<file path="src/inc/adc_ctrl_defs.svh">
// offsets, field positions, reset values and counts of the converter control
// Summary of operation
// five-bit channel mask; zero disables cycling
// cycling starts at input select, then updates it
// sticky error set by errors, write-one clears
// error bit shows last conversion failed
// ready high when idle, low while converting
// free-running repeats conversions, back-to-back when undivided
// single-shot launches one, ignored while free-running
// sensor power bit independent of converter enable
// enable powers converter and gates its clock
// result register holds last twelve-bit value
// nonzero divider paces free-running starts
// any divider write restarts the pacing count
// final status is raw masked plus force
// each conversion lasts 96 converter clocks
// selects 0-3 external inputs, 4 sensor
// pacing trigger during conversion is dropped
// fraction dithers interval between int+1, int+2
// reserved bits read zero, ignore writes
`ifndef ADC_CTRL_DEFS_SVH
`define ADC_CTRL_DEFS_SVH
`define OFF_CTRL 8'h00
`define OFF_SAMPLE 8'h04
`define OFF_QCTRL 8'h08
`define OFF_QDATA 8'h0C
`define OFF_DIV 8'h10
`define OFF_IRAW 8'h14
`define OFF_IEN 8'h18
`define OFF_IFRC 8'h1C
`define OFF_IFIN 8'h20
`define F_EN 0
`define F_TS 1
`define F_ONCE 2
`define F_MANY 3
`define F_READY 8
`define F_ERR 9
`define F_STICKY 10
`define F_SEL_LO 12
`define F_MASK_LO 16
`define F_DIVI_LO 8
`define RST_SEL 3'h0
`define RST_MASK 5'h00
`define RST_RESULT 12'h000
`define RST_DIVI 16'h0000
`define RST_DIVF 8'h00
`define CONV_CYCLES 96
`define PWRUP_CYCLES 4
`define CNT_W 7
`define IRQ_W 2
`endif

</file>
<file path="src/inc/adc_ctrl_pkg.sv">
// state types of the converter control
package adc_ctrl_pkg;
  typedef struct packed {
    logic en;
    logic ts;
    logic many;
    logic once;
    logic [2:0] sel;
    logic [4:0] mask;
    logic err_sticky;
    logic err;
    logic ready;
    logic busy;
    logic [6:0] cnt;
    logic [2:0] pwr;
    logic [11:0] result;
    logic [15:0] div_int;
    logic [7:0] div_frac;
    logic [1:0] raw;
    logic [1:0] ie;
    logic [1:0] force_irq;
    logic irq;
    logic start;
    logic done;
    logic pready;
    logic pslverr;
    logic [31:0] prdata;
  } core_s;

  typedef struct packed {
    logic [16:0] cnt;
    logic [7:0] acc;
    logic trig;
  } pace_s;
endpackage

</file>
<file path="src/core/adc_ctrl_top.sv">
// register side control of the successive-approximation converter
`timescale 1ns/1ps
`include "adc_ctrl_defs.svh"
module adc_ctrl_top
  import adc_ctrl_pkg::*;
#(
  parameter int CONV_CYCLES = `CONV_CYCLES
) (
  input wire logic CLOCK,
  input wire logic ARST_N,
  input wire logic PSEL,
  input wire logic PENABLE,
  input wire logic PWRITE,
  input wire logic [7:0] PADDR,
  input wire logic [31:0] PWDATA,
  output logic [31:0] PRDATA,
  output logic PREADY,
  output logic PSLVERR,
  input wire logic [11:0] CONV_RESULT,
  input wire logic CONV_ERROR,
  output logic ADC_POWER,
  output logic ADC_CLK_EN,
  output logic THERM_POWER,
  output logic CONV_START,
  output logic [2:0] CONV_CHANNEL,
  output logic IRQ
);
  localparam int CL = CONV_CYCLES;
  localparam logic [2:0] PWRUP = 3'(`PWRUP_CYCLES);

  // refuse lengths the counter cannot hold or the ready check cannot see
  if (CONV_CYCLES < 8 || CONV_CYCLES > (1 << `CNT_W)) begin : g_bad_len
    $error("CONV_CYCLES out of range");
  end

  core_s st;
  core_s n;
  logic setup;
  logic wr;
  logic w_ctrl;
  logic w_div;
  logic w_iraw;
  logic w_ien;
  logic w_ifrc;
  logic div_zero;
  logic trig;
  logic go;
  logic [2:0] rr_sel;
  logic [1:0] clr_raw;
  logic [1:0] set_raw;
  logic clr_sticky;
  logic [31:0] rd;

  // address match used by every decode
  function automatic logic at(input logic [7:0] a, input logic [7:0] o);
    return a == o;
  endfunction

  // pacing timer runs only in paced free-running mode
  adc_pace_timer u_pace (
    .clock(CLOCK),
    .arst_n(ARST_N),
    .run(st.many && !div_zero),
    .clear(w_div),
    .div_int(st.div_int),
    .div_frac(st.div_frac),
    .trig(trig)
  );

  // next channel for round-robin sampling
  adc_channel_cycle u_cycle (
    .sel(st.sel),
    .mask(st.mask),
    .next_sel(rr_sel)
  );

  // write strobes, taken at the access edge with pready high
  always_comb begin
    setup = PSEL && !PENABLE;
    wr = PSEL && PENABLE && PWRITE && st.pready;
    w_ctrl = wr && at(PADDR, `OFF_CTRL);
    w_div = wr && at(PADDR, `OFF_DIV);
    w_iraw = wr && at(PADDR, `OFF_IRAW);
    w_ien = wr && at(PADDR, `OFF_IEN);
    w_ifrc = wr && at(PADDR, `OFF_IFRC);
    div_zero = st.div_int == 16'h0000 && st.div_frac == 8'h00;
  end

  // read mux; reserved bits and queue registers read zero
  always_comb begin
    rd = 32'h00000000;
    if (at(PADDR, `OFF_CTRL)) begin
      rd[`F_EN] = st.en;
      rd[`F_TS] = st.ts;
      rd[`F_ONCE] = st.once;
      rd[`F_MANY] = st.many;
      rd[`F_READY] = st.ready;
      rd[`F_ERR] = st.err;
      rd[`F_STICKY] = st.err_sticky;
      rd[`F_SEL_LO +: 3] = st.sel;
      rd[`F_MASK_LO +: 5] = st.mask;
    end else if (at(PADDR, `OFF_SAMPLE)) begin
      rd[11:0] = st.result;
    end else if (at(PADDR, `OFF_DIV)) begin
      rd[`F_DIVI_LO +: 16] = st.div_int;
      rd[7:0] = st.div_frac;
    end else if (at(PADDR, `OFF_IRAW)) begin
      rd[1:0] = st.raw;
    end else if (at(PADDR, `OFF_IEN)) begin
      rd[1:0] = st.ie;
    end else if (at(PADDR, `OFF_IFRC)) begin
      rd[1:0] = st.force_irq;
    end else if (at(PADDR, `OFF_IFIN)) begin
      rd[1:0] = (st.raw & st.ie) | st.force_irq;
    end else begin
      rd = 32'h00000000;
    end
  end

  // next state of the whole block
  always_comb begin
    n = st;
    n.start = 1'b0;
    n.done = 1'b0;
    go = 1'b0;
    clr_sticky = w_ctrl && PWDATA[`F_STICKY];
    clr_raw = w_iraw ? PWDATA[1:0] : 2'h0;
    set_raw = 2'h0;
    // bus answer: one access cycle after every setup cycle
    n.pready = setup;
    n.pslverr = setup && !(at(PADDR, `OFF_CTRL) ||
      at(PADDR, `OFF_SAMPLE) || at(PADDR, `OFF_QCTRL) ||
      at(PADDR, `OFF_QDATA) || at(PADDR, `OFF_DIV) ||
      at(PADDR, `OFF_IRAW) || at(PADDR, `OFF_IEN) ||
      at(PADDR, `OFF_IFRC) || at(PADDR, `OFF_IFIN));
    n.prdata = (setup && !PWRITE) ? rd : 32'h00000000;
    // control writes
    if (w_ctrl) begin
      n.en = PWDATA[`F_EN];
      n.ts = PWDATA[`F_TS];
      n.many = PWDATA[`F_MANY];
      n.sel = PWDATA[`F_SEL_LO +: 3];
      n.mask = PWDATA[`F_MASK_LO +: 5];
      if (PWDATA[`F_ONCE]) begin
        n.once = 1'b1;
      end
    end
    if (w_div) begin
      n.div_int = PWDATA[`F_DIVI_LO +: 16];
      n.div_frac = PWDATA[7:0];
    end
    if (w_ien) begin
      n.ie = PWDATA[1:0];
    end
    if (w_ifrc) begin
      n.force_irq = PWDATA[1:0];
    end
    // single-shot requests die under free-running or power-down
    if (n.many || !n.en) begin
      n.once = 1'b0;
    end
    // short analogue power-up after enable
    if (!n.en) begin
      n.pwr = 3'h0;
    end else if (st.pwr != PWRUP) begin
      n.pwr = st.pwr + 3'h1;
    end
    // launch: back-to-back, paced, or single; paced ticks lost if busy
    go = n.en && st.ready &&
      (st.once || (st.many && (div_zero || trig)));
    if (!n.en) begin
      n.busy = 1'b0;
    end else if (go) begin
      n.busy = 1'b1;
      n.cnt = `CNT_W'(CL - 1);
      n.start = 1'b1;
      if (st.once) begin
        n.once = 1'b0;
      end
    end else if (st.busy) begin
      if (st.cnt == `CNT_W'(0)) begin
        n.busy = 1'b0;
        n.done = 1'b1;
        n.result = CONV_RESULT;
        n.err = CONV_ERROR;
        set_raw = {CONV_ERROR, 1'b1};
        if (st.mask != 5'h00) begin
          n.sel = rr_sel;
        end
      end else begin
        n.cnt = st.cnt - `CNT_W'(1);
      end
    end
    // sticky flags: a new event wins over a clear
    n.err_sticky = (st.err_sticky && !clr_sticky) ||
      (n.done && CONV_ERROR);
    n.raw = (st.raw & ~clr_raw) | set_raw;
    n.ready = n.en && n.pwr == PWRUP && !n.busy;
    n.irq = |((n.raw & n.ie) | n.force_irq);
  end

  // single state register
  always_ff @(posedge CLOCK or negedge ARST_N) begin
    if (!ARST_N) begin
      st <= '0;
      st.sel <= `RST_SEL;
      st.mask <= `RST_MASK;
      st.result <= `RST_RESULT;
      st.div_int <= `RST_DIVI;
      st.div_frac <= `RST_DIVF;
    end else begin
      st <= n;
    end
  end

  // outputs straight from the state register
  assign PRDATA = st.prdata;
  assign PREADY = st.pready;
  assign PSLVERR = st.pslverr;
  assign ADC_POWER = st.en;
  assign ADC_CLK_EN = st.en;
  assign THERM_POWER = st.ts;
  assign CONV_START = st.start;
  assign CONV_CHANNEL = st.sel;
  assign IRQ = st.irq;
endmodule

</file>
<file path="src/core/adc_pace_timer.sv">
// pacing timer with first-order fractional dither
`timescale 1ns/1ps
module adc_pace_timer
  import adc_ctrl_pkg::*;
(
  input wire logic clock,
  input wire logic arst_n,
  input wire logic run,
  input wire logic clear,
  input wire logic [15:0] div_int,
  input wire logic [7:0] div_frac,
  output logic trig
);
  pace_s st;
  pace_s n;
  logic [8:0] sum;

  // reload with int plus the carry of the fraction accumulator
  always_comb begin
    n = st;
    n.trig = 1'b0;
    sum = {1'b0, st.acc} + {1'b0, div_frac};
    if (clear || !run) begin
      n.cnt = 17'h00000;
      n.acc = 8'h00;
    end else if (st.cnt == 17'h00000) begin
      n.trig = 1'b1;
      n.acc = sum[7:0];
      n.cnt = {1'b0, div_int} + {16'h0000, sum[8]};
    end else begin
      n.cnt = st.cnt - 17'h00001;
    end
  end

  // state register
  always_ff @(posedge clock or negedge arst_n) begin
    if (!arst_n) begin
      st <= '0;
    end else begin
      st <= n;
    end
  end

  assign trig = st.trig;
endmodule

</file>
<file path="src/core/adc_channel_cycle.sv">
// picks the next enabled channel after the current one
`timescale 1ns/1ps
module adc_channel_cycle (
  input wire logic [2:0] sel,
  input wire logic [4:0] mask,
  output logic [2:0] next_sel
);
  // nearest set mask bit after sel, wrapping over five channels
  function automatic logic [2:0] next_chan(input logic [2:0] s,
                                           input logic [4:0] m);
    logic [2:0] r;
    int c;
    r = s;
    c = 0;
    for (int i = 5; i >= 1; i--) begin
      c = (int'(s) + i) % 5;
      if (m[c]) begin
        r = 3'(c);
      end
    end
    return r;
  endfunction

  // combinational pick
  always_comb begin
    next_sel = next_chan(sel, mask);
  end
endmodule

</file>
<file path="config.mk">
export PLATFORM = sky130hd
export DESIGN_NAME = adc_ctrl_top
export DESIGN_NICKNAME = d
export VERILOG_FILES = /design/src/inc/adc_ctrl_pkg.sv /design/src/core/adc_ctrl_top.sv /design/src/core/adc_pace_timer.sv /design/src/core/adc_channel_cycle.sv
export VERILOG_INCLUDE_DIRS = /design/src /design/src/inc
export SDC_FILE = /design/constraint.sdc
export NUM_CORES = 1
export LEC_CHECK = 0
export BUFFER_PORTS_ARGS = -buffer_cell sky130_fd_sc_hd__buf_2
export CORE_MARGIN = 2
export CORE_UTILIZATION = 53
export CTS_CLUSTER_DIAMETER = 50
export CTS_CLUSTER_SIZE = 40
export DETAILED_ROUTE_END_ITERATION = 7
export HOLD_SLACK_MARGIN = 0.06
export PLACE_DENSITY = 0.87
export SLEW_MARGIN = 20
export SYNTH_ARGS = -nofsm -noshare
export SYNTH_HDL_FRONTEND = slang
export SYNTH_SLANG_ARGS = --single-unit
</file>
<file path="constraint.sdc">
create_clock -name CLOCK -period 4.9 [get_ports CLOCK]
set_clock_uncertainty 0.2 [all_clocks]
set_input_delay 0.735 -clock CLOCK [delete_from_list [all_inputs] [get_ports CLOCK]]
set_output_delay 0.735 -clock CLOCK [all_outputs]
set_load 0.1 [all_outputs]
</file>
==> run metrics, run 1 <==
Mapped Cells around 800; PortBufs 83; Crit path arrival time ~4.7 ns; layout cell share with drive strength beyond 1 a little under a quarter; placer congestion estimate 0.889; crit start category flop; DRC 0; most used cell, CP ha_1; Worst Path Required between 4 and 5 ns; Final Critical Period roughly 4.6 ns; Post-Syn Area per Cell 9.71 sq um; top cell type's share of synthesized area roughly two fifths; status finished, final reports clean; largest net degree at the start of global routing 72; Rows 44; relative slew slack between 30% and 40%; TritonCTS Buffers 17; first drt pass iteration count 6; mapped cell area a little under 8000 sq um; area grow syn2layout 12.7%; die height about 130 um; hpwl dp 13,500 um; Hold Path Class in -> async; Initial Util a little over half; Pleak between 4 and 5 nW; clk slew on worst S/H paths around 0.05 ns; RSZ-0062 raised after global routing false; die width ~130 um; Synth cell types 79; critical-path maximum fanout 13; Synth Flop Type dfrtp_1; iteration-0 DRC count of the detailed router 490; overall routed net length 19,000 um; CTS max path bufs 2; root buffer cell clkbuf_16; Worst-Margin Slew around 1.0 ns; kind of critical path reg -> reg; leading cell type in the layout, fill and taps excluded dfrtp_1; post-layout util 61.2%; max_cap viols 0; sequential share of the synthesized area between 30% and 40%; Async SR Flop Fraction 100%; final number of setup-violating endpoints 0; PostCTS Resize Cnt 0; gr ovfl total 0; Die ar. 15,900 sq um; number of synthesized flops with an enable pin 0; #FFs+latches synth around 120; largest area contributor in the netlist dfrtp_1; CP Capture Type flop; Fin. Hold Viols 0; antenna violations before repair 1; drt wl/cell around 18 um; power density cells around 280 nW/um^2; vias per cell slightly above 6; most frequent cells in the layout dfrtp_1, buf_2, nand2_1, nor2_1, mux2_2; hold_buf cts 0; number of global-route vias before repair around 6.4k; slowest stage delay, CP roughly 0.47 ns; crit path cell chain ha_1 > xnor2_1 > buf_4 > inv_1 > ha_1 > or2_2 > o21ai_1 > xnor2_2 > ha_1 > nor2b_1 > o32ai_1 > buf_4 > o211a_1 > or3b_1 > and3_1 > o311ai_0 > a2bb2oi_1; TritonCTS Sinks between 100 and 150; gr usage total 24.4%; Antenna Violating Nets Remaining 0; Area contributors post-synth dfrtp_1, mux2_2, ha_1, buf_4, nand2_1; Core Area approximately 15,000 sq um; setup TNS 0 ns; max-slew violation count 0; Max IR drop VDD roughly 0.26 mV; fmax 0.217 GHz; final net count approximately 1,000; CP max-delay cell dfrtp_1; vias post-DR 6,450; first-pass GRT wire length 31,200 um; r2r setup slk roughly 0.30 ns; CTS tree done; Final Cycle Share ~94%; I/O pin cnt 100; H-tree levels 4; Clk Latency, worst-skew pair ~0.42 ns; Synth Warn # 0; postcts setup bufs 0
==> flip-flops by register name, summed over array words and instances (netlist names) <==
register      cells
PREADY            1
u_pace.trig       1
ADC_CLK_EN        1
PRDATA           24
CONV_CHANNEL      3
IRQ               1
CONV_START        1
u_pace.st        25
PSLVERR           1
THERM_POWER       1
st               63
==> logic make-up after synthesis <==
logic type	after synthesis	share of synthesized area (%)
flops	122	38.5
other cells	1	0.0473
simple gates	275	18.4
fa+ha+maj	47	7.61
compound gates	151	13.4
xor+xnor	44	4.87
buf+inv	110	7.12
mux	66	9.94
==> cell type report <==
cell class	count	area (sq um)
Clock buffer	20	457
Tap cell	184	230
Antenna cell	1	2.50
Fill cell	1085	5660
Multi-Input combinational cell	591	4350
Inverter	37	144
Timing Repair Buffer	97	523
Sequential cell	122	3050
Clock inverter	11	168
==> cell usage after synthesis, drive strengths merged (4+ instances only) <==
cell type  count
dfrtp        122
nand2         71
nor2          70
mux2          51
ha            45
buf           43
inv           37
clkbuf        30
xnor2         29
a21oi         27
o21ai         23
nand3         22
a211oi        19
a22oi         18
xor2          15
nor3          14
and3          12
nand4         12
mux2i         11
nor4          11
nor2b         10
nand2b         7
a21boi         6
and2           6
o211ai         6
or3            6
a211o          5
a21o           5
a222oi         5
o21bai         5
or2            5
or4            5
a221oi         4
and4           4
mux4           4
nor3b          4
==> worst max-delay path: cells and delay by family (launching register included) <==
family	cells	cell delay (ns)
and+or+nand+nor	4	0.98
xor gates and xnor gates	2	0.45
adders and majority gates	3	0.82
DFF	1	0.47
AOI/OAI and AO/OA	5	1.02
buffers and inverters	3	0.49
==> per-stage QoR <==
step / std cells / setup slack [ns] / power [mW] / area (sq um) / hold slack [ns]
after global routing: 1063 / 0.0446 / 2.53 / 8930 / 0.324
after floorplan: 823 / 0.0168 / 1.10 / 7960 / 0.239
after CTS: 1062 / 0.217 / 2.47 / 8900 / 0.258
after global placement: 1031 / 0.459 / 1.15 / 8280 / 0.292
after detailed placement: 1031 / 0.356 / 1.15 / 8280 / 0.297
final: 1063 / 0.297 / 2.46 / 8930 / 0.233
==> worst paths after layout <==
kind                                             startpoint                           to  depth (start not counted)
worst max-delay path            CONV_CHANNEL[0]$_DFFE_PN0P_  CONV_CHANNEL[0]$_DFFE_PN0P_                         17
worst min-delay path                                 ARST_N         PRDATA[21]$_DFF_PN0_                          1
worst min register to register           st[72]$_DFFE_PN0P_           st[72]$_DFFE_PN0P_                          1
max in group asynchronous                            ARST_N           st[43]$_DFFE_PN0P_                          2
min in group CLOCK                       st[72]$_DFFE_PN0P_           st[72]$_DFFE_PN0P_                          1
worst max register to register  CONV_CHANNEL[0]$_DFFE_PN0P_  CONV_CHANNEL[0]$_DFFE_PN0P_                         17
==> power by group <==
part	switching [mW]	internal, mW
Combinational	0.0913	0.0315
Sequential	0.00345	1.01
Clock	0.452	0.874
Total	0.547	1.92
==> layer usage <==
layer	share of wire (%)	wire (um)	global-route usage (%)
met1	41	7870	29.9
met2	49	9330	41.2
met3	6.3	1190	5.69
met4	3.4	641	10.3
met5	0	0	0
(Power assumes the default switching activity.)
==> inputs of run 2 (changes only) <==
- ABC_AREA: default -> 1
- SETUP_SLACK_MARGIN: default -> 0.15
==> run 2 against run 1 <==
Synthesized cell count up 24%. Setup slack improved by 0.42 ns. Combinational power increased to 5.5 times the previous value. Total power up 28%. Flip-flop and latch count stayed put. Largest power group unchanged.
==> run metrics, run 2 <==
first drt pass iteration count 5; layout cell share with drive strength beyond 1 between 10% and 20%; sw frac 30.7%; vias post-DR 6,916; RSZ-0062 raised after global routing false; status finished, final reports clean; Post-Syn Area per Cell 7.73 sq um; Pleak between 4 and 5 nW; root buffer cell clkbuf_16; Fin. Hold Viols 0; sequential share of the synthesized area between 30% and 40%; FF-to-FF path depth 23; kind of critical path reg -> reg; Antenna Violating Nets Remaining 0; final net count ~1.2k; number of synthesized flops with an enable pin 0; largest register by flop count st; first-pass GRT wire length approximately 32,000 um; Area contributors post-synth dfrtp_1, nand2_1, ha_1, inv_1, o21ai_0; hold_buf cts 0; die height 125 um; gr usage total roughly a quarter; overall routed net length roughly 19,000 um; critical-path maximum fanout 4; postcts setup bufs 0; Initial Util 54.0%; CTS tree done; Hold Path Class in -> async; CP Capture Type flop; Synth Flop Type dfrtp_1; gr ovfl total 0; instance count on the critical path 23; clk slew on worst S/H paths 0.06 ns; die width between 100 and 150 um; max_cap viols 0; max-slew violation count 0; largest family of logic cells by synthesized area simple AND/OR/NAND/NOR gates; Psw approximately 0.97 mW; DRC 0; power density cells 358 nW/um^2; Gate power share 21.3%; relative slew slack 45.8%; worst path buffer plus inverter count 3; largest net degree at the start of global routing 55; placer congestion estimate slightly below 0.9; crit path cell chain ha_1 > fa_1 > a21oi_1 > o21bai_1 > a21oi_1 > o21ai_0 > inv_1 > nor2_1 > nor2_1 > o21bai_1 > ha_1 > nand3_1 > nor3_1 > inv_1 > nor3_2 > nand2_1 > nor2_1 > nand2_1 > nor3_1 > inv_1 > nor3_1 > xor2_1 > o22ai_1; final number of setup-violating endpoints 0; Crit path arrival time about 4.3 ns; Final Cycle Share a little under nine tenths; Final Critical Period roughly 4.2 ns; #FFs+latches synth 122; Synth Area in Adders 7.71%; H-tree levels 4; fmax 0.239 GHz; Core Area around 14,000 sq um; compound-gate portion of the synthesized area approximately 12%; PortBufs 83; I/O pin cnt 100; Synth Warn # 0; Worst path top cell family by delay simple AND/OR/NAND/NOR gates; drt wl/cell roughly 15 um; PostCTS Resize Cnt 0; Worst Path Required roughly 5 ns; hpwl dp approximately 13,000 um; iteration-0 DRC count of the detailed router between 600 and 700; Inserted Diodes 0; Async SR Flop Fraction 100%; TritonCTS Buffers 17; vias per cell between 5 and 6; area grow syn2layout 12.3%; antenna violations before repair 0; CP max-delay cell dfrtp_1; leading cell type in the layout, fill and taps excluded nand2_1; slowest stage delay, CP slightly above 0.4 ns; mapped cell area between 7000 and 8000 sq um; setup TNS 0 ns; Max IR drop VDD about 0.28 mV; post-layout util 60.7%; r2r setup slk approximately 0.7 ns; TritonCTS Sinks approximately 120; number of global-route vias before repair 6,783; Worst-Margin Slew slightly above 0.8 ns; most frequent cells in the layout nand2_1, inv_1, dfrtp_1; Flop pwr share 37.6%; Rows 44; top cell type's share of synthesized area approximately two fifths; post-synthesis xor/xnor area fraction 3.70%; Mapped Cells 1,012; Synth cell types between 50 and 60; Largest register FFs 63; largest area contributor in the netlist dfrtp_1; Clk Latency, worst-skew pair about 0.42 ns; Post-synth top cells nand2_1, inv_1, dfrtp_1; crit start category flop; Clock Power Share 41.1%; Die ar. 15,700 sq um; CTS max path bufs 2; Post-Synth Simple-Gate Area 25.5%; post-synthesis mux area share less than 1%; Pint roughly 2.2 mW; top-count cell post-synth nand2_1
## run 2: cell count changes in the layout (fill, tap and decap cells not counted), sizes merged, moves of 19 or more
cell	previous run	this run
nand3	22	49
nand2	71	264
xnor2	29	7
a211oi	19	0
mux2	51	4
inv	39	140
o21ai	23	77
## run 2: cell families after synthesis
family	Yosys count
flip-flops	122
AND/OR/NAND/NOR	447
multiplexers	4
AO/OA/AOI/OAI	163
adder cells (fa/ha/maj)	47
XOR/XNOR	33
other	1
buffers and inverters	195
## run 2: metal layers
layer,wire length (um),share of wire (%),global-route usage [%],vias to the layer above
met5,0,0,0,-
met4,641,3.4,11.0,0
met3,1110,5.9,4.41,62
met2,9560,50,42.3,297
met1,7630,40,30.6,3201
li1,-,-,-,3356
## run 2: final timing paths
path                                    startpoint                       to
min in group CLOCK               st[101]$_DFF_PN0_        st[101]$_DFF_PN0_
worst min register to register   st[101]$_DFF_PN0_        st[101]$_DFF_PN0_
worst max register to register  st[43]$_DFFE_PN0P_  u_pace.st[24]$_DFF_PN0_
worst min-delay path                        ARST_N      PRDATA[6]$_DFF_PN0_
max in group asynchronous                   ARST_N     PRDATA[19]$_DFF_PN0_
worst max-delay path            st[43]$_DFFE_PN0P_  u_pace.st[24]$_DFF_PN0_
## run 2: area by class of cell
type / instances / area [sq um]
Tap cell: 184 / 230
Multi-Input combinational cell: 702 / 3910
Sequential cell: 122 / 3050
Clock buffer: 21 / 470
Timing Repair Buffer: 88 / 455
Inverter: 140 / 528
Fill cell: 1152 / 5700
Clock inverter: 10 / 141
## run 2: per-stage QoR
stage / power, mW / area (sq um) / hold WS (ns) / worst slack [ns] / std cells
after CTS: 3.15 / 8780 / 0.185 / 0.792 / 1267
final: 3.15 / 8780 / 0.158 / 0.717 / 1267
after floorplan: 1.70 / 7850 / 0.214 / 0.976 / 1019
after global placement: 1.83 / 8170 / 0.224 / 1.03 / 1236
after detailed placement: 1.86 / 8170 / 0.232 / 0.939 / 1236
after global routing: 3.31 / 8780 / 0.226 / 0.251 / 1267
## run 2: power groups by stage
stage,registers (mW),clock network [mW],logic (mW)
after floorplan,1.18,0,0.523
final,1.18,1.29,0.671
after CTS,1.18,1.30,0.669
after detailed placement,1.19,0,0.662
after global routing,1.19,1.35,0.764
after global placement,1.19,0,0.640
==> inputs of run 3 (changes only) <==
- CORE_UTILIZATION: 53 -> 54
- PLACE_DENSITY: 0.87 -> 0.88
- SYNTH_HIERARCHICAL: default -> 1
==> run 3 against run 2 <==
Critical path depth is 5 higher. Non-clock buffer count is 2 higher. Sequential power is 3% higher. Global-route usage is 0.67 points higher. Final area is 2.4% higher. Final cell count is 6.6% higher. Worst hold slack better by 0.12 ns. Setup slack worse by 0.088 ns. Via count is 6.1% higher. Count of clock-buffer cells in the layout is 2 lower. First-iteration DRC count is 7.3% lower. Area after synthesis is 3.0% higher. Critical path type unchanged.
==> run metrics, run 3 <==
Worst Path Required around 5 ns; Area contributors post-synth dfrtp_1, nand2_1, ha_1, inv_1, nand3_1; r2r setup slk ~0.63 ns; Synth Warn # 6; final worst setup slack ~0.63 ns; gr ovfl total 0; number of global-route vias before repair 7,001; #FFs+latches synth between 100 and 150; Post-synth top cells nand2_1, dfrtp_1, inv_1; top cell type's share of synthesized area approximately 38%; placer congestion estimate ~0.92; Crit path arrival time ~4.4 ns; CTS max path bufs 2; Pint 2.17 mW; Worst path top cell family by delay simple AND/OR/NAND/NOR gates; Final Critical Period approximately 4.3 ns; vias post-DR roughly 7.3k; Clk Latency, worst-skew pair about 0.43 ns; most frequent cells in the layout nand2_1, dfrtp_1, inv_1; final number of setup-violating endpoints 0; Clock Power Share about 38%; vias per cell approximately 5.4; FF-to-FF Start CONV_CHANNEL[1]$_DFF_PN0_; crit path from CONV_CHANNEL[1]$_DFF_PN0_; Mapped Cells between 1k and 1.5k; iteration-0 DRC count of the detailed router 626; mapped cell area a little over 8000 sq um; crit path to CONV_CHANNEL[0]$_DFF_PN0_; hpwl dp 14,300 um; Core Area 14,500 sq um; kind of critical path reg -> reg; top-count cell post-synth nand2_1; root buffer cell clkbuf_16; power density cells approximately 360 nW/um^2; I/O pin cnt 100; Rows 44; layout cell share with drive strength beyond 1 between 10% and 20%; Fin. Hold Viols 0; drt wl/cell 14.4 um; die height around 130 um; slowest stage delay, CP around 0.5 ns; largest area contributor in the netlist dfrtp_1; clk slew on worst S/H paths around 0.060 ns; Flop pwr share approximately 37%; leading cell type in the layout, fill and taps excluded nand2_1; Psw around 1.1 mW; largest register by flop count st; Async SR Flop Fraction 100%; crit start category flop; gr usage total roughly a quarter; Inserted Diodes 0; DRC 0; final net count roughly 1.3k; TritonCTS Buffers 17; Antenna Violating Nets Remaining 0; fmax 0.234 GHz; Gate power share between 20% and 30%; relative slew slack around three fifths; setup TNS 0 ns; status finished, final reports clean; FF-to-FF path depth 28; Final Cycle Share between 80% and 90%; Synth Flop Type dfrtp_1; sw frac around 34%; PortBufs just over 80; max-slew violation count 0; sequential share of the synthesized area 37.9%; CP max-delay cell dfrtp_1; RSZ-0062 raised after global routing false; Initial Util approximately 55%; CTS tree done; area grow syn2layout 11.7%; PostCTS Resize Cnt 0; Die ar. between 15,000 and 20,000 sq um; H-tree levels 4; CP Capture Type flop; first-pass GRT wire length 32,600 um; Max IR drop VDD between 0.2 and 0.3 mV; die width about 130 um; instance count on the critical path 28; Post-Syn Area per Cell between 7 and 8 sq um; antenna violations before repair 0; reg-to-reg endpoint CONV_CHANNEL[0]$_DFF_PN0_; Pleak around 4.8 nW; Hold Path Class reg -> reg; first drt pass iteration count 5; pre-CTS setup slack between 0.6 and 0.7 ns; TritonCTS Sinks around 120; Largest register FFs 63; largest net degree at the start of global routing 51; critical-path maximum fanout 10; Worst-Margin Slew 0.615 ns; max_cap viols 0; worst path buffer plus inverter count 5; Filler cells about 1.2k; Synth cell types 48; most used cell, CP nand2_1; number of synthesized flops with an enable pin 0; overall routed net length a little under 20,000 um
run 3: changes by cell type after synthesis, moves of 6 or more:
cell,previous run,this run
nand2_1,246,331
nand3_1,47,76
nor2_1,76,90
nor3_1,21,7
xor2_1,26,12
inv_1,130,121
nand3_2,2,11
ha_1,45,37
o22ai_1,10,3
a22oi_1,6,0
nand3b_1,4,10
xnor2_1,7,13
run 3: power by group through the flow:
stage	clock network [mW]	registers, mW	logic [mW]
3_3_place_gp	0	1.23	0.762
2_1_floorplan	0	1.24	0.613
4_1_cts	1.26	1.22	0.801
5_1_grt	1.31	1.24	0.910
3_5_place_dp	0	1.23	0.792
6_report	1.24	1.22	0.805
run 3: cell type report:
cell class | instances | area (sq um) | share of cell area [%]
inverters | 132 | 495 | 5.51
multi-input cells | 791 | 4150 | 46.1
well taps | 184 | 230 | 2.56
flip-flops and latches | 122 | 3050 | 34.0
clock inverters | 13 | 141 | 1.57
clock buffers | 19 | 453 | 5.04
repair buffers | 90 | 473 | 5.26
run 3: worst min path at each step:
stage	startpoint	to	slack, ns	cells after the start
after global routing	u_pace/st[9]$_DFF_PN0_	u_pace/st[9]$_DFF_PN0_	0.28	1
final	u_pace/st[9]$_DFF_PN0_	u_pace/st[9]$_DFF_PN0_	0.28	1
after floorplan	ARST_N	ADC_CLK_EN$_DFF_PN0_	0.24	0
after detailed placement	st[67]$_DFFE_PN0P_	st[67]$_DFFE_PN0P_	0.26	2
after global placement	st[67]$_DFFE_PN0P_	st[67]$_DFFE_PN0P_	0.25	2
after CTS	u_pace/st[9]$_DFF_PN0_	u_pace/st[9]$_DFF_PN0_	0.28	1
run 3: cells by family after synthesis:
family	synth area share, %
AOI/OAI and AO/OA	9.46
xor gates and xnor gates	3.33
adders and majority gates	6.00
buffers and inverters	10.9
DFF	37.9
other	0.0466
and+or+nand+nor	32.3
run 3: metrics by stage:
stage	utilization, %	instance area (sq um)	hold WS, ns	power (mW)	instances
4_1_cts	61.9	8990	0.276	3.28	1351
5_1_grt	61.9	8990	0.285	3.46	1351
2_1_floorplan	-	8080	0.236	1.86	1100
6_report	61.9	8990	0.276	3.27	1351
3_3_place_gp	57.7	8390	0.251	1.99	1318
3_5_place_dp	57.7	8390	0.258	2.02	1318
run 3: timing repair:
action / CTS / global route
endpoints found under the hold margin: 29 / 0
setup buffers: 0 / 0
setup endpoints to repair: 0 / 0
hold buffers: 1 / 0
run 3: routing by layer:
metal | track usage, % | vias up | wire (um)
met4 | 10.9 | 0 | 506
met2 | 40.5 | 311 | 9280
met3 | 6.41 | 44 | 1480
met5 | 0 | - | 0
li1 | - | 3562 | -
met1 | 32.9 | 3418 | 8230
